<file path="config.mk">
export PLATFORM = sky130hd
export DESIGN_NAME = eau_core
export DESIGN_NICKNAME = d
export VERILOG_FILES = /design/src/pkg/eau_pkg.sv /design/src/hw/eau_core.sv
export VERILOG_INCLUDE_DIRS = /design/src /design/src/pkg
export SDC_FILE = /design/constraint.sdc
export NUM_CORES = 1
export LEC_CHECK = 0
export ABC_AREA = 1
export BUFFER_PORTS_ARGS = -buffer_cell sky130_fd_sc_hd__buf_2
export CORE_MARGIN = 5
export CORE_UTILIZATION = 41
export DETAILED_ROUTE_END_ITERATION = 10
export GPL_TIMING_DRIVEN = 0
export SYNTH_ARGS = -nofsm -noshare
export SYNTH_HDL_FRONTEND = slang
export SYNTH_SLANG_ARGS = --single-unit
</file>
<file path="constraint.sdc">
create_clock -name mclk_in -period 4.45 [get_ports mclk_in]
set_input_delay 0.445 -clock mclk_in [delete_from_list [all_inputs] [get_ports mclk_in]]
set_output_delay 0.445 -clock mclk_in [all_outputs]
set_load 0.02 [all_outputs]
</file>
<file path="src/pkg/eau_params.svh">
// Purpose: Named constants for the 8-bit arithmetic and logic unit.
// Assumes: Included by the design file only.
// Notes: Widths are fixed by the core's 8-bit datapath.
`ifndef EAU_PARAMS_SVH
`define EAU_PARAMS_SVH
`define EAU_FLAGS_RST 6'h00
`define EAU_FULL_MASK 8'hFF
`define EAU_PROD_IDX 5'h00
`define EAU_LAT_ONE 1'h0
`define EAU_LAT_TWO 1'h1
`define EAU_NIB_TOP 4
`define EAU_BYTE_TOP 8
`define EAU_WORD_TOP 16
`endif

</file>
<file path="src/pkg/eau_pkg.sv">
// Purpose: Types shared by the arithmetic and logic unit and its users.
// Assumes: Nothing is imported; users write eau_pkg::name.
// Notes: Operation codes are stable and ordered: the six products come last, fractional after plain.
package eau_pkg;
	typedef enum logic [4:0] {
		EAU_ADD = 5'h00,
		EAU_ADD_CARRY = 5'h01,
		EAU_WORD_IMMEDIATE_SUM = 5'h02,
		EAU_SUB = 5'h03,
		EAU_MINUS_IMMEDIATE = 5'h04,
		EAU_MINUS_WITH_BORROW = 5'h05,
		EAU_MINUS_IMMEDIATE_WITH_BORROW = 5'h06,
		EAU_WORD_IMMEDIATE_MINUS = 5'h07,
		EAU_AND = 5'h08,
		EAU_CONJUNCTION_IMMEDIATE = 5'h09,
		EAU_OR = 5'h0A,
		EAU_DISJUNCTION_IMMEDIATE = 5'h0B,
		EAU_EXCLUSIVE_DISJUNCTION = 5'h0C,
		EAU_MASK_SET_BITS = 5'h0D,
		EAU_MASK_CLEAR_BITS = 5'h0E,
		EAU_ZERO_SIGN_CHECK = 5'h0F,
		EAU_PRODUCT_UNSIGNED = 5'h10,
		EAU_PRODUCT_SIGNED = 5'h11,
		EAU_PRODUCT_SIGNED_BY_UNSIGNED = 5'h12,
		EAU_FRACTIONAL_PRODUCT_UNSIGNED = 5'h13,
		EAU_FRACTIONAL_PRODUCT_SIGNED = 5'h14,
		EAU_FRACTIONAL_PRODUCT_MIXED = 5'h15
	} eau_op_t;

	typedef enum logic [0:0] {
		EAU_ST_IDLE = 1'b0,
		EAU_ST_SECOND = 1'b1
	} eau_state_t;

	typedef struct packed {
		eau_op_t op;
		logic [4:0] dst_idx;
		logic [7:0] dst_hi;
		logic [7:0] dst;
		logic [7:0] src;
		logic [7:0] imm;
	} eau_req_t;

	typedef struct packed {
		logic wr_en;
		logic wr_pair;
		logic [4:0] idx;
		logic [15:0] data;
	} eau_ans_t;

	typedef struct packed {
		logic h;
		logic s;
		logic v;
		logic n;
		logic z;
		logic c;
	} eau_flags_t;
endpackage

</file>
<file path="src/hw/eau_core.sv">
// Purpose: Arithmetic and logic execution unit of an 8-bit core.
// Assumes: The decoder reads operands from the register file and holds off while busy.
// Notes: Results and flags appear one or two cycles after a taken request.
`timescale 1ns/1ps
`include "eau_params.svh"

module eau_core (
	// Clock and reset
	input wire logic mclk_in,
	input wire logic rst_n_in,
	// Request from the decoder
	input wire logic req_in,
	input eau_pkg::eau_req_t req_data_in,
	// Answer to the register file
	output logic done_out,
	output eau_pkg::eau_ans_t ans_out,
	output eau_pkg::eau_flags_t flags_out,
	output logic busy_out
);

	function automatic logic is_imm(input eau_pkg::eau_op_t op);
		is_imm = (op == eau_pkg::EAU_MINUS_IMMEDIATE) ||
			(op == eau_pkg::EAU_MINUS_IMMEDIATE_WITH_BORROW) ||
			(op == eau_pkg::EAU_CONJUNCTION_IMMEDIATE) ||
			(op == eau_pkg::EAU_DISJUNCTION_IMMEDIATE) ||
			(op == eau_pkg::EAU_MASK_SET_BITS) ||
			(op == eau_pkg::EAU_MASK_CLEAR_BITS);
	endfunction

	function automatic logic is_two(input eau_pkg::eau_op_t op);
		is_two = (op == eau_pkg::EAU_WORD_IMMEDIATE_SUM) ||
			(op == eau_pkg::EAU_WORD_IMMEDIATE_MINUS) ||
			(op >= eau_pkg::EAU_PRODUCT_UNSIGNED);
	endfunction

	eau_pkg::eau_state_t state_ff;
	eau_pkg::eau_state_t nxt_state;
	eau_pkg::eau_ans_t ans_ff;
	eau_pkg::eau_ans_t nxt_ans;
	eau_pkg::eau_ans_t pend_ans_ff;
	eau_pkg::eau_ans_t nxt_pend_ans;
	eau_pkg::eau_flags_t flags_ff;
	eau_pkg::eau_flags_t nxt_flags;
	eau_pkg::eau_flags_t pend_flags_ff;
	eau_pkg::eau_flags_t nxt_pend_flags;
	logic done_ff;
	logic nxt_done;
	logic busy_ff;
	logic nxt_busy;

	// Datapath results for the request on the input.
	eau_pkg::eau_req_t rq;
	logic [7:0] opb;
	logic cin;
	logic [8:0] sum9;
	logic [4:0] nib5;
	logic [16:0] word17;
	logic [15:0] pair;
	logic [15:0] prod;
	logic [15:0] wide;
	logic signed [8:0] mul_a;
	logic signed [8:0] mul_b;
	logic signed [17:0] mul_full;
	eau_pkg::eau_flags_t cand;
	eau_pkg::eau_flags_t upd;
	eau_pkg::eau_ans_t res;
	logic accept;

	assign rq = req_data_in;
	assign accept = req_in && (state_ff == eau_pkg::EAU_ST_IDLE);
	assign opb = is_imm(rq.op) ? rq.imm : rq.src;
	assign pair = {rq.dst_hi, rq.dst};

	always_comb begin
		cin = 1'b0;
		sum9 = 9'h000;
		nib5 = 5'h00;
		word17 = 17'h00000;
		mul_a = 9'sh000;
		mul_b = 9'sh000;
		mul_full = 18'sh00000;
		prod = 16'h0000;
		wide = 16'h0000;
		cand = `EAU_FLAGS_RST;
		upd = `EAU_FLAGS_RST;
		res = '0;
		res.wr_en = 1'b1;
		res.idx = rq.dst_idx;
		unique case (rq.op)
			eau_pkg::EAU_ADD,
			eau_pkg::EAU_ADD_CARRY: begin
				cin = (rq.op == eau_pkg::EAU_ADD_CARRY) ? flags_ff.c : 1'b0;
				sum9 = {1'b0, rq.dst} + {1'b0, opb} + {8'h00, cin};
				nib5 = {1'b0, rq.dst[3:0]} + {1'b0, opb[3:0]} + {4'h0, cin};
				res.data = {8'h00, sum9[7:0]};
				cand.c = sum9[`EAU_BYTE_TOP];
				cand.h = nib5[`EAU_NIB_TOP];
				cand.v = (rq.dst[7] == opb[7]) && (sum9[7] != rq.dst[7]);
				upd = '{h: 1'b1, s: 1'b0, v: 1'b1, n: 1'b1, z: 1'b1, c: 1'b1};
			end
			eau_pkg::EAU_SUB,
			eau_pkg::EAU_MINUS_IMMEDIATE,
			eau_pkg::EAU_MINUS_WITH_BORROW,
			eau_pkg::EAU_MINUS_IMMEDIATE_WITH_BORROW: begin
				cin = ((rq.op == eau_pkg::EAU_MINUS_WITH_BORROW) ||
					(rq.op == eau_pkg::EAU_MINUS_IMMEDIATE_WITH_BORROW)) ? flags_ff.c : 1'b0;
				sum9 = {1'b0, rq.dst} - {1'b0, opb} - {8'h00, cin};
				nib5 = {1'b0, rq.dst[3:0]} - {1'b0, opb[3:0]} - {4'h0, cin};
				res.data = {8'h00, sum9[7:0]};
				cand.c = sum9[`EAU_BYTE_TOP];
				cand.h = nib5[`EAU_NIB_TOP];
				cand.v = (rq.dst[7] != opb[7]) && (sum9[7] != rq.dst[7]);
				upd = '{h: 1'b1, s: 1'b0, v: 1'b1, n: 1'b1, z: 1'b1, c: 1'b1};
			end
			eau_pkg::EAU_WORD_IMMEDIATE_SUM,
			eau_pkg::EAU_WORD_IMMEDIATE_MINUS: begin
				if (rq.op == eau_pkg::EAU_WORD_IMMEDIATE_SUM) begin
					word17 = {1'b0, pair} + {9'h000, rq.imm};
					cand.v = !rq.dst_hi[7] && word17[15];
				end else begin
					word17 = {1'b0, pair} - {9'h000, rq.imm};
					cand.v = rq.dst_hi[7] && !word17[15];
				end
				res.data = word17[15:0];
				res.wr_pair = 1'b1;
				cand.c = word17[`EAU_WORD_TOP];
				upd = '{h: 1'b0, s: 1'b1, v: 1'b1, n: 1'b1, z: 1'b1, c: 1'b1};
			end
			eau_pkg::EAU_AND,
			eau_pkg::EAU_CONJUNCTION_IMMEDIATE,
			eau_pkg::EAU_OR,
			eau_pkg::EAU_DISJUNCTION_IMMEDIATE,
			eau_pkg::EAU_EXCLUSIVE_DISJUNCTION,
			eau_pkg::EAU_MASK_SET_BITS,
			eau_pkg::EAU_MASK_CLEAR_BITS,
			eau_pkg::EAU_ZERO_SIGN_CHECK: begin
				unique case (rq.op)
					eau_pkg::EAU_AND,
					eau_pkg::EAU_CONJUNCTION_IMMEDIATE: res.data = {8'h00, rq.dst & opb};
					eau_pkg::EAU_EXCLUSIVE_DISJUNCTION: res.data = {8'h00, rq.dst ^ opb};
					eau_pkg::EAU_MASK_SET_BITS: res.data = {8'h00, rq.dst | opb};
					eau_pkg::EAU_MASK_CLEAR_BITS: res.data = {8'h00, rq.dst & (`EAU_FULL_MASK - opb)};
					eau_pkg::EAU_ZERO_SIGN_CHECK: res.data = {8'h00, rq.dst & rq.dst};
					default: res.data = {8'h00, rq.dst | opb};
				endcase
				// Logic results never overflow, so V is forced low here.
				cand.v = 1'b0;
				upd = '{h: 1'b0, s: 1'b0, v: 1'b1, n: 1'b1, z: 1'b1, c: 1'b0};
			end
			default: begin
				// Nine-bit operands cover signed, unsigned and mixed in one multiplier.
				mul_a = (rq.op == eau_pkg::EAU_PRODUCT_UNSIGNED ||
					rq.op == eau_pkg::EAU_FRACTIONAL_PRODUCT_UNSIGNED) ?
					$signed({1'b0, rq.dst}) : $signed({rq.dst[7], rq.dst});
				mul_b = (rq.op == eau_pkg::EAU_PRODUCT_SIGNED ||
					rq.op == eau_pkg::EAU_FRACTIONAL_PRODUCT_SIGNED) ?
					$signed({rq.src[7], rq.src}) : $signed({1'b0, rq.src});
				mul_full = mul_a * mul_b;
				prod = mul_full[15:0];
				cand.c = prod[15];
				wide = (rq.op >= eau_pkg::EAU_FRACTIONAL_PRODUCT_UNSIGNED) ? {prod[14:0], 1'b0} : prod;
				res.data = wide;
				res.wr_pair = 1'b1;
				res.idx = `EAU_PROD_IDX;
				upd = '{h: 1'b0, s: 1'b0, v: 1'b0, n: 1'b0, z: 1'b1, c: 1'b1};
			end
		endcase
		cand.z = res.wr_pair ? (res.data == 16'h0000) : (res.data[7:0] == 8'h00);
		cand.n = res.wr_pair ? res.data[15] : res.data[7];
		cand.s = cand.n ^ cand.v;
	end

	always_comb begin
		nxt_state = state_ff;
		nxt_ans = ans_ff;
		nxt_pend_ans = pend_ans_ff;
		nxt_flags = flags_ff;
		nxt_pend_flags = pend_flags_ff;
		nxt_done = 1'b0;
		nxt_busy = busy_ff;
		unique case (state_ff)
			eau_pkg::EAU_ST_IDLE: begin
				if (accept) begin
					if (is_two(rq.op) == `EAU_LAT_TWO) begin
						// Hold the result so the write lands on the second cycle.
						nxt_pend_ans = res;
						nxt_pend_flags = (cand & upd) | (flags_ff & ~upd);
						nxt_state = eau_pkg::EAU_ST_SECOND;
						nxt_busy = 1'b1;
					end else begin
						nxt_ans = res;
						nxt_flags = (cand & upd) | (flags_ff & ~upd);
						nxt_done = 1'b1;
					end
				end
			end
			eau_pkg::EAU_ST_SECOND: begin
				nxt_ans = pend_ans_ff;
				nxt_flags = pend_flags_ff;
				nxt_done = 1'b1;
				nxt_busy = 1'b0;
				nxt_state = eau_pkg::EAU_ST_IDLE;
			end
		endcase
	end

	always_ff @(posedge mclk_in or negedge rst_n_in) begin
		if (!rst_n_in) begin
			state_ff <= eau_pkg::EAU_ST_IDLE;
			ans_ff <= '0;
			pend_ans_ff <= '0;
			flags_ff <= `EAU_FLAGS_RST;
			pend_flags_ff <= `EAU_FLAGS_RST;
			done_ff <= 1'b0;
			busy_ff <= 1'b0;
		end else begin
			state_ff <= nxt_state;
			ans_ff <= nxt_ans;
			pend_ans_ff <= nxt_pend_ans;
			flags_ff <= nxt_flags;
			pend_flags_ff <= nxt_pend_flags;
			done_ff <= nxt_done;
			busy_ff <= nxt_busy;
		end
	end

	assign done_out = done_ff;
	assign ans_out = ans_ff;
	assign flags_out = flags_ff;
	assign busy_out = busy_ff;

endmodule

</file>
==> metrics.md, run 1 <==
| Metric | Value |
|---|---|
| Seq cells post-synth | 61 |
| CP arrival | 5.42 ns |
| R2r startpoint | flags_out[0] |
| Chip Height | 161 um |
| DRC viols | 0 |
| CP startpoint | req_data_in[37] |
| R2R Setup Slk | 1.14 ns |
| CTS Sinks | 61 |
| Syn Inst Count | 1,444 |
| Largest family of logic cells by synthesized area | simple AND/OR/NAND/NOR gates |
| Most common cell after layout, fill and taps aside | nand2_1 |
| M1 WL | 13,100 um |
| Sequential share of the synthesized area | 16.2% |
| Crit-path max cell delay | 0.54 ns |
| Final setup fails | 13 |
| Vias/cell | 5.15 |
| Worst-Margin Slew | 1.09 ns |
| H-tree levels | 3 |
| Most frequent CP cell | fa_1 |
| Dpl cell area | 0.0103 mm^2 |
| Later-pin clock latency in the skew report | 0.33 ns |
| Worst setup EP type | flop |
| Slew headroom | 26.3% |
| Clock Path Buffers | 2 |
| Final Critical Period | 5.15 ns |
| TritonCTS buffer count | 9 |
| Root Driver | clkbuf_16 |
| Pin count of the biggest net entering global routing | 62 |
| DRT antenna net count | 0 |
| Hold Crit Class | in2async |
| Critical Path Start Type | input port |
| Core area | 0.0226 mm^2 |
| Slowest CP cell | fa_1 |
| Num rows | 55 |
| Fin Hold WS | 0.181 ns |
| Design area | 0.0114 mm^2 |
| Placer Congestion | 0.916 |
| CP Data Required Time | 4.71 ns |
| ANT cells | 0 |
| Synth Area in Simple Gates | 33.9% |
| Status | complete, but fails checks |
| Final Non-Filler Cells | 1,838 |
| Synth Area in Adders | 25.4% |
| Starting Density | 41.6% |
| Final core utilization | 50.7% |
| Die Span X | 161 um |
| Die area | 0.0260 mm^2 |
| Most frequent cells in the layout | nand2_1, inv_1, nand3_1 |
| Worst IR Drop VDD | 650 uV |
| Final clock skew | 0.00511 ns |
| Post-synth ARST share | 100% |
| Input/output buffers | 66 |
| First-pass GRT wire length | 49,600 um |
| Clock transition at path regs | 0.05 ns |
| Post-synth top flop | dfrtp_1 |
| Capturing point of the worst reg2reg path | pend_flags_ff[0] |
| CTS tree | done |
| Total track usage | 23.8% |
| Yosys warning total | 0 |
| Crit share post-route | 116% |
| Dpl ws | -1.64 ns |
| Drt pass-1 iters | 5 |
| Max Transition Viols Final | 0 |
| Met2 wire length | 15,000 um |
| Setup TNS | -5.86 ns |
| Dpl cells | 1,795 |
| Post-synth EDFFs | 0 |
| Final Hold Fails | 0 |
| CP Class | in2reg |
| Routed WL per cell | 16.7 um |
| Vias in the first global route | 9,515 |
| Fmax | 0.194 GHz |
| Nets | 1,742 |
| Worst-path fanout max | 7 |
| Max_cap viols | 0 |
| Post-synthesis compound-gate area fraction | 9.73% |
| Post-Syn Area | 0.00940 mm^2 |
| Worst setup margin | -0.704 ns |
| Yosys cell types | 51 |
| Final WL | 30,700 um |
| Register-to-Register Path Depth | 19 |
| Fill count | 2,255 |
| Vias | 9,463 |
| Total gr overflow | 0 |
| Met3 wire len | 1480 um |
| Xor and xnor area share after synthesis | 0.932% |
| Power per cell area | 471 mW/mm^2 |
| Leak Pwr | 6.18 nW |
| I/O pin count | 76 |
| Hold-fix buffer count after cts | 0 |
| Area Growth Syn to Fin | 21.7% |
| Final HPWL DP | 24,800 um |
| Mux cell area share after synthesis | 0.107% |
| Critical Path End | flags_out[1] |
| Syn Nets | 1,638 |
| Initial drt markers | 642 |
| Unrepaired setup endpoints after global routing | yes |
| Failing checks | setup timing |
| Final Power | 5.39 mW |
| Initial antenna violation count | 0 |
| Layout cell share with drive strength beyond 1 | 18.2% |
| DR top layer | met4 |
| Syn Area/Cell | 6.51 um^2 |
-- metal layers --
metal	vias to the layer above	track usage (%)
met5	-	0
met4	0	8.30
met3	51	3.62
met2	273	41.6
met1	4442	30.1
li1	4697	-
-- critical path, delay by kind of cell --
family	cells	cell delay (ns)
adders and majority gates	6	2.79
and+or+nand+nor	12	1.26
buffers and inverters	6	0.39
AOI/OAI and AO/OA	2	0.34
xor gates and xnor gates	1	0.17
-- power breakdown --
part           internal [mW]  switching [mW]
Sequential             0.695          0.0789
Clock                  0.618           0.246
Combinational           1.48            2.27
-- final cells by class --
type / count / area, um^2 / area share, %
Clock inverter: 6 / 134 / 1.17
Sequential cell: 61 / 1530 / 13.3
Tap cell: 285 / 357 / 3.12
Multi-Input combinational cell: 1051 / 7150 / 62.6
Timing Repair Buffer: 100 / 668 / 5.84
Buffer: 37 / 236 / 2.07
Clock buffer: 10 / 239 / 2.09
Inverter: 288 / 1120 / 9.80
-- registers in the layout (all words and copies together) (netlist names) --
| register | cells |
|---|---|
| flags_out | 6 |
| pend_flags_ff | 6 |
| ans_out | 23 |
| state_ff | 1 |
| busy_out | 1 |
| pend_ans_ff | 23 |
| done_out | 1 |
-- Yosys cell counts, types with 2 or more instances --
library cell | instances | area [um^2]
nand2_1 | 446 | 1670
o21ai_2 | 3 | 26.3
nor2_1 | 97 | 364
a22o_1 | 2 | 17.5
buf_2 | 5 | 25.0
nor2_4 | 3 | 33.8
o211ai_1 | 27 | 203
ha_1 | 80 | 1000
nand2_2 | 11 | 68.8
nor2_2 | 9 | 56.3
o21ai_0 | 62 | 310
a21o_1 | 2 | 15.0
nand3b_1 | 2 | 15.0
nor3_1 | 13 | 65.1
inv_2 | 8 | 30.0
a21oi_1 | 38 | 190
fa_1 | 69 | 1380
and2_1 | 2 | 12.5
or2_2 | 4 | 25.0
a31oi_1 | 4 | 25.0
xor2_1 | 9 | 78.8
clkbuf_1 | 35 | 131
inv_1 | 278 | 1040
buf_6 | 3 | 33.8
o21bai_1 | 3 | 22.5
nand4_1 | 20 | 125
nor3_2 | 2 | 20.0
dfrtp_1 | 61 | 1530
nand3_1 | 122 | 611
nand2_4 | 3 | 33.8
-- worst min-delay path by stage --
stage	startpoint	to	slack, ns	depth (start not counted)
CTS	req_data_in[33]	pend_ans_ff[17]	0.41	3
finish	rst_n_in	ans_out[19]	0.18	1
global route	rst_n_in	pend_ans_ff[20]	0.25	1
global placement	pend_ans_ff[22]	pend_ans_ff[22]	0.43	2
floorplan	rst_n_in	ans_out[0]	0.15	0
detailed placement	pend_ans_ff[21]	pend_ans_ff[21]	0.44	2
-- repair_timing --
item / in CTS / in global routing
hold endpoints to repair: 0 / 0
gates cloned: 0 / 0
gates resized for setup: 72 / 81
pin swaps: 36 / 22
setup endpoints to repair: 19 / 28
setup buffers: 28 / 8
-- cell families (layout without fill, tap and decap cells) --
family	Yosys count	in the layout
AO/OA/AOI/OAI	150	150
XOR/XNOR	10	10
adder cells (fa/ha/maj)	149	149
buffers and inverters	332	441
flip-flops	61	61
multiplexers	1	1
AND/OR/NAND/NOR	741	741
No activity file was read; power rests on OpenSTA's default activity.
==> inputs of run 2 (changes only) <==
==> constraint.sdc (replaced) <==
create_clock -name mclk_in -period 4.6 [get_ports mclk_in]
set_input_delay 0.46 -clock mclk_in [delete_from_list [all_inputs] [get_ports mclk_in]]
set_output_delay 0.46 -clock mclk_in [all_outputs]
set_load 0.02 [all_outputs]
==> run 2 against run 1 <==
The run still ends with setup timing left. Wire length is 2.6% lower. First-iteration DRC count is 13% higher. Non-clock buffer count is 10 lower. Sequential power is 3.4% lower. Highest routed layer unchanged.
==> metrics.md, run 2 (synthesized netlist as in run 1, its figures left out) <==
| Metric | Value |
|---|---|
| CP Buf/Inv Count | 9 (was 6) |
| Unrepaired setup endpoints after global routing | yes (unchanged) |
| Area Growth Syn to Fin | 19.3% (was 21.7%) |
| Most frequent cells in the layout | nand2_1, inv_1, nand3_1 (unchanged) |
| CP Class | in2reg (unchanged) |
| Fill count | 2,300 (was 2,255) |
| Worst IR Drop VDD | 672 uV (was 650 uV) |
| Register area | 0.00153 mm^2 (unchanged) |
| Placer Congestion | 0.903 (was 0.916) |
| CP Data Required Time | 4.85 ns (was 4.71 ns) |
| Final Critical Period | 5.24 ns |
| I/O pin count | 76 (unchanged) |
| Die area | 0.0260 mm^2 (unchanged) |
| Die Span X | 161 um (unchanged) |
| Hold Crit Class | in2async (unchanged) |
| Nets | 1,732 (was 1,742) |
| Final WL | 29,900 um (was 30,700 um) |
| Delay-heaviest family, CP | adder cells (unchanged) |
| Worst setup margin | -0.641 ns (was -0.704 ns) |
| Slew headroom | 38.4% (was 26.3%) |
| Fin Hold WS | 0.200 ns (was 0.181 ns) |
| Layout cell share with drive strength beyond 1 | 17.2% (was 18.2%) |
| Final HPWL DP | 24,300 um (was 24,800 um) |
| Chip Height | 161 um (unchanged) |
| Critical Path Start Type | input port (unchanged) |
| Power per cell area | 458 mW/mm^2 (was 471 mW/mm^2) |
| Core area | 0.0226 mm^2 (unchanged) |
| Most common cell after layout, fill and taps aside | nand2_1 (unchanged) |
| Final clock skew | 0.00423 ns (was 0.00511 ns) |
| CP arrival | 5.50 ns (was 5.42 ns) |
| Leak Pwr | 6.11 nW (was 6.18 nW) |
| DRT antenna net count | 0 (unchanged) |
| Design area | 0.0112 mm^2 (was 0.0114 mm^2) |
| Max Transition Viols Final | 0 (unchanged) |
| Total gr overflow | 0 (unchanged) |
| Most frequent CP cell | fa_1 (unchanged) |
| Later-pin clock latency in the skew report | 0.33 ns (about the same) |
| First-pass GRT wire length | 48,500 um (was 49,600 um) |
| H-tree levels | 3 (unchanged) |
| ANT cells | 0 (unchanged) |
| Clock transition at path regs | 0.05 ns (about the same) |
| Initial antenna violation count | 0 (unchanged) |
| Starting Density | 41.6% (unchanged) |
| DRC viols | 0 (unchanged) |
| CTS Sinks | 61 (unchanged) |
| Failing checks | setup timing (unchanged) |
| Vias | 9,352 (was 9,463) |
| Area of the multi-input gates | 0.00708 mm^2 (was 0.00715 mm^2) |
| Worst-path fanout max | 6 (was 7) |
| Routed WL per cell | 16.3 um (was 16.7 um) |
| Root Driver | clkbuf_16 (unchanged) |
| Slowest CP cell | fa_1 (unchanged) |
| Pin count of the biggest net entering global routing | 62 (unchanged) |
| Status | complete, but fails checks (unchanged) |
| Worst-Margin Slew | 0.912 ns (was 1.09 ns) |
| Clock Path Buffers | 2 (unchanged) |
| Vias in the first global route | 9,477 (was 9,515) |
| Crit-path max cell delay | 0.56 ns (was 0.54 ns) |
| Final Hold Fails | 0 (unchanged) |
| Vias/cell | 5.12 (was 5.15) |
| Num rows | 55 (unchanged) |
| Initial drt markers | 724 (was 642) |
| Final setup fails | 13 (unchanged) |
| Max_cap viols | 0 (unchanged) |
| TritonCTS buffer count | 9 (unchanged) |
| Worst setup EP type | flop (unchanged) |
| Total track usage | 23.2% (was 23.8%) |
| Input/output buffers | 66 (unchanged) |
| Crit share post-route | 114% |
| Fmax | 0.191 GHz |
| Dpl cell area | 0.0103 mm^2 (about the same) |
| CTS tree | done (unchanged) |
| Drt pass-1 iters | 5 (unchanged) |
-- run 2: final timing paths --
path	to	slack [ns]	cells past startpoint	start
hold reg to reg	pend_ans_ff[22]	0.45	2	pend_ans_ff[22]
setup reg to reg	pend_flags_ff[1]	1.26	16	flags_out[0]
hold / removal	pend_ans_ff[19]	0.20	1	rst_n_in
min in group mclk_in	pend_ans_ff[16]	0.42	3	req_data_in[32]
max in group asynchronous	ans_out[11]	3.88	1	rst_n_in
setup / recovery	pend_flags_ff[2]	-0.64	30	req_data_in[37]
-- run 2: final cells by class --
cell class              count  area share [%]
clock inverters             4           0.625
flip-flops and latches     61            13.6
clock buffers              12            2.29
multi-input cells        1051            63.2
repair buffers             90            5.09
well taps                 285            3.18
plain buffers              37            2.11
inverters                 288            9.93
-- run 2: what timing repair did --
item | 4_1_cts | 5_1_grt
buffers inserted | 20 | 4
resized for setup | 73 | 52
endpoints found under the setup margin | 19 | 19
hold buffers | 0 | 0
pin swaps | 42 | 33
-- run 2: routing by layer --
layer  routed length, um  global-route usage, %
met5                   0                      0
met3                1500                   4.24
met2               14100                   39.3
met4                1170                   8.61
met1               13000                   29.7
-- run 2: worst reg2reg max path: stages (launching register included) --
cell and delay [ns]:
dfrtp_1 0.41, inv_1 0.11, nor3_1 0.45, fa_1 0.32
inv_1 0.08, fa_1 0.42, o31ai_1 0.40, a21oi_1 0.10
o21ai_0 0.09, nand3_1 0.08, nor2_1 0.10, nand2_1 0.10
nand2_1 0.18, nand2_1 0.09, nor2_2 0.12, nand4_1 0.11
nand2_1 0.09
-- run 2: stage by stage --
stage                     setup TNS [ns]  instances  setup slack, ns  util, %  total power [mW]
after floorplan                    -3.95       1444           -0.523        -              3.06
after global placement            -19.91       1795            -1.55     45.8              3.86
after detailed placement          -20.53       1795            -1.60     45.8              3.87
after CTS                          -4.70       1824           -0.580     48.8              4.94
after global routing               -7.98       1828           -0.837     49.7              5.59
final                              -5.20       1828           -0.641     49.7              5.13
-- run 2: power breakdown --
part           internal [mW]  total (mW)  switching (mW)
Combinational           1.46        3.65            2.20
Clock                  0.501       0.733           0.232
Sequential             0.673       0.748          0.0756
==> inputs of run 3 (changes only) <==
--- a/config.mk
+++ b/config.mk
@@ -12,6 +12,7 @@
 export CORE_UTILIZATION = 41
 export DETAILED_ROUTE_END_ITERATION = 10
 export GPL_TIMING_DRIVEN = 0
+export MAX_ROUTING_LAYER = met4
 export SYNTH_ARGS = -nofsm -noshare
 export SYNTH_HDL_FRONTEND = slang
 export SYNTH_SLANG_ARGS = --single-unit
==> run 3 against run 2 <==
The run still ends with setup timing left. Final cell count rose by 1.8%. Via count rose by 2.3%. Hold slack improved by 0.0071 ns. Combinational power rose by 13%. Clock skew rose by 0.0049 ns. Critical path depth fell by 3. Clock power fell by 10%. Fmax fell by 0.64%. Register-to-register slack improved by 0.03 ns. First-iteration DRC count rose by 1.2%. Highest routed layer unchanged.
==> metrics.md, run 3 (synthesized netlist as in run 1, its figures left out) <==
| Metric | Value |
|---|---|
| Status | complete, but fails checks (unchanged) |
| Failing checks | setup timing (unchanged) |
| Dpl cell area | 0.0103 mm^2 (unchanged) |
| Placer Congestion | 0.917 (was 0.903) |
| Num rows | 55 (unchanged) |
| Fill count | 2,334 (was 2,300) |
| Worst-Margin Slew | 0.950 ns (was 0.912 ns) |
| Final Hold Fails | 0 (unchanged) |
| Gate power share | 74.5% (was 71.1%) |
| Core area | 0.0226 mm^2 (unchanged) |
| Final setup fails | 13 (unchanged) |
| Final WL | 31,200 um (was 29,900 um) |
| CP arrival | 5.54 ns (was 5.50 ns) |
| NetSw | 2.70 mW (was 2.50 mW) |
| Vias/cell | 5.15 (was 5.12) |
| Register-to-Register Path Depth | 18 (was 16) |
| R2R Setup Slk | 1.29 ns (was 1.26 ns) |
| R2r startpoint | flags_out[0] (unchanged) |
| Unrepaired setup endpoints after global routing | yes (unchanged) |
| Nets | 1,764 (was 1,732) |
| Register area | 0.00153 mm^2 (unchanged) |
| Total track usage | 24.6% (was 23.2%) |
| Clock transition at path regs | 0.05 ns (about the same) |
| Clock Path Buffers | 2 (unchanged) |
| Drt pass-1 iters | 5 (unchanged) |
| Chip Height | 161 um (unchanged) |
| Area Growth Syn to Fin | 23.8% (was 19.3%) |
| Vias in the first global route | 9,574 (was 9,477) |
| Fin Hold WS | 0.207 ns (was 0.200 ns) |
| CP Class | in2reg (unchanged) |
| Max Transition Viols Final | 0 (unchanged) |
| H-tree levels | 3 (unchanged) |
| Reg power frac | 13.6% (was 14.6%) |
| Layout cell share with drive strength beyond 1 | 21.0% (was 17.2%) |
| Final core utilization | 51.5% (was 49.7%) |
| Root Driver | clkbuf_16 (unchanged) |
| Worst setup margin | -0.675 ns (was -0.641 ns) |
| Most common cell after layout, fill and taps aside | nand2_1 (unchanged) |
| Starting Density | 41.6% (unchanged) |
| Most frequent cells in the layout | nand2_1, inv_1, nand3_1 (unchanged) |
| Crit share post-route | 115% (was 114%) |
| Input/output buffers | 66 (unchanged) |
| ANT cells | 0 (unchanged) |
| Capturing point of the worst reg2reg path | flags_out[0] (was pend_flags_ff[1]) |
| Hold Crit Class | in2async (unchanged) |
| Power per cell area | 475 mW/mm^2 (was 458 mW/mm^2) |
| Initial antenna violation count | 0 (unchanged) |
| TritonCTS buffer count | 9 (unchanged) |
| Switching Share | 48.8% (about the same) |
| CTS tree | done (unchanged) |
| Design area | 0.0116 mm^2 (was 0.0112 mm^2) |
| CTS Sinks | 61 (unchanged) |
| DRT antenna net count | 0 (unchanged) |
| Worst IR Drop VDD | 917 uV (was 672 uV) |
| Final HPWL DP | 24,800 um (was 24,300 um) |
| I/O pin count | 76 (unchanged) |
| Slew headroom | 35.9% (was 38.4%) |
| Critical Path Start Type | input port (unchanged) |
| Max_cap viols | 0 (unchanged) |
| Worst-path fanout max | 7 (was 6) |
| Final clock skew | 0.00914 ns (was 0.00423 ns) |
| Initial drt markers | 733 (was 724) |
| Final Critical Period | 5.27 ns (was 5.24 ns) |
| Later-pin clock latency in the skew report | 0.33 ns (about the same) |
| Leak Pwr | 6.30 nW (was 6.11 nW) |
| Routed WL per cell | 16.8 um (was 16.3 um) |
| Die Span X | 161 um (unchanged) |
| DRC viols | 0 (unchanged) |
| CP Data Required Time | 4.86 ns (was 4.85 ns) |
| Die area | 0.0260 mm^2 (unchanged) |
| Area of the multi-input gates | 0.00723 mm^2 (was 0.00708 mm^2) |
| Pint | 2.83 mW (was 2.63 mW) |
| Clock power share | 11.9% (was 14.3%) |
| Vias | 9,570 (was 9,352) |
| Dpl ws | -1.56 ns (was -1.60 ns) |
| First-pass GRT wire length | 49,800 um (was 48,500 um) |
| Fmax | 0.190 GHz (was 0.191 GHz) |
| Pin count of the biggest net entering global routing | 62 (unchanged) |
| Total gr overflow | 0 (unchanged) |
| Worst setup EP type | flop (unchanged) |
-- run 3: per-layer routing --
layer  vias up  global-route usage (%)  wire length (um)  part of all wire, %
met3        64                    4.31              1560                  5.0
li1       4730                       -                 -                    -
met2       269                    40.4             15100                   48
met5         -                       -                 0                    0
met4         0                    8.69              1220                  3.9
met1      4507                    30.6             13400                   43
-- run 3: power by group through the flow --
stage | logic (mW) | clock network, mW | registers [mW]
after floorplan | 2.23 | 0 | 0.821
after global placement | 3.10 | 0 | 0.754
after detailed placement | 3.11 | 0 | 0.757
after CTS | 3.57 | 0.665 | 0.750
after global routing | 4.56 | 0.695 | 0.764
final | 4.12 | 0.658 | 0.749
-- run 3: critical path, cell delays in order --
cell and delay, ns:
buf_12 0.11, nor2_4 0.13, nand4_1 0.13, buf_6 0.17, nand2_8 0.11, nor2_4 0.04
fa_2 0.65, inv_2 0.08, fa_1 0.49, fa_1 0.56, inv_2 0.05, fa_2 0.57
ha_4 0.21, ha_4 0.31, inv_6 0.05, buf_4 0.13, nor3_4 0.20, o21ai_1 0.11
nand3_2 0.10, inv_1 0.05, nand2_2 0.08, nand3_2 0.07, nand2_2 0.13, nand2_4 0.08
nor3_4 0.23, nand4_1 0.12, nand2_1 0.09
-- run 3: how the worst max path moves through the flow --
stage | startpoint | end | slack (ns) | cells past startpoint
finish | req_data_in[40] | flags_out[1] | -0.67 | 27
global route | req_data_in[40] | flags_out[1] | -0.88 | 26
CTS | req_data_in[37] | flags_out[1] | -0.52 | 29
detailed placement | req_data_in[23] | flags_out[1] | -1.56 | 28
global placement | req_data_in[23] | flags_out[1] | -1.57 | 28
floorplan | req_data_in[38] | flags_out[1] | -0.52 | 30
-- run 3: final cells by class --
cell class              count  area share (%)
multi-input cells        1051            62.2
flip-flops and latches     61            13.1
inverters                 288            9.59
repair buffers            122            7.44
well taps                 285            3.07
clock buffers              11            2.09
plain buffers              37            2.08
clock inverters             5           0.430
-- run 3: stage by stage --
stage	instances	total power [mW]	TNS [ns]
floorplan	1444	3.06	-3.95
global placement	1795	3.86	-20.11
detailed placement	1795	3.87	-19.90
CTS	1846	4.98	-3.83
global route	1860	6.01	-8.37
finish	1860	5.53	-5.71
-- run 3: timing repair --
action,4_1_cts,5_1_grt
pin swaps,44,56
resized for setup,87,105
endpoints found under the setup margin,19,31
endpoints found under the hold margin,0,0
setup buffers,43,17
hold buffers,0,0
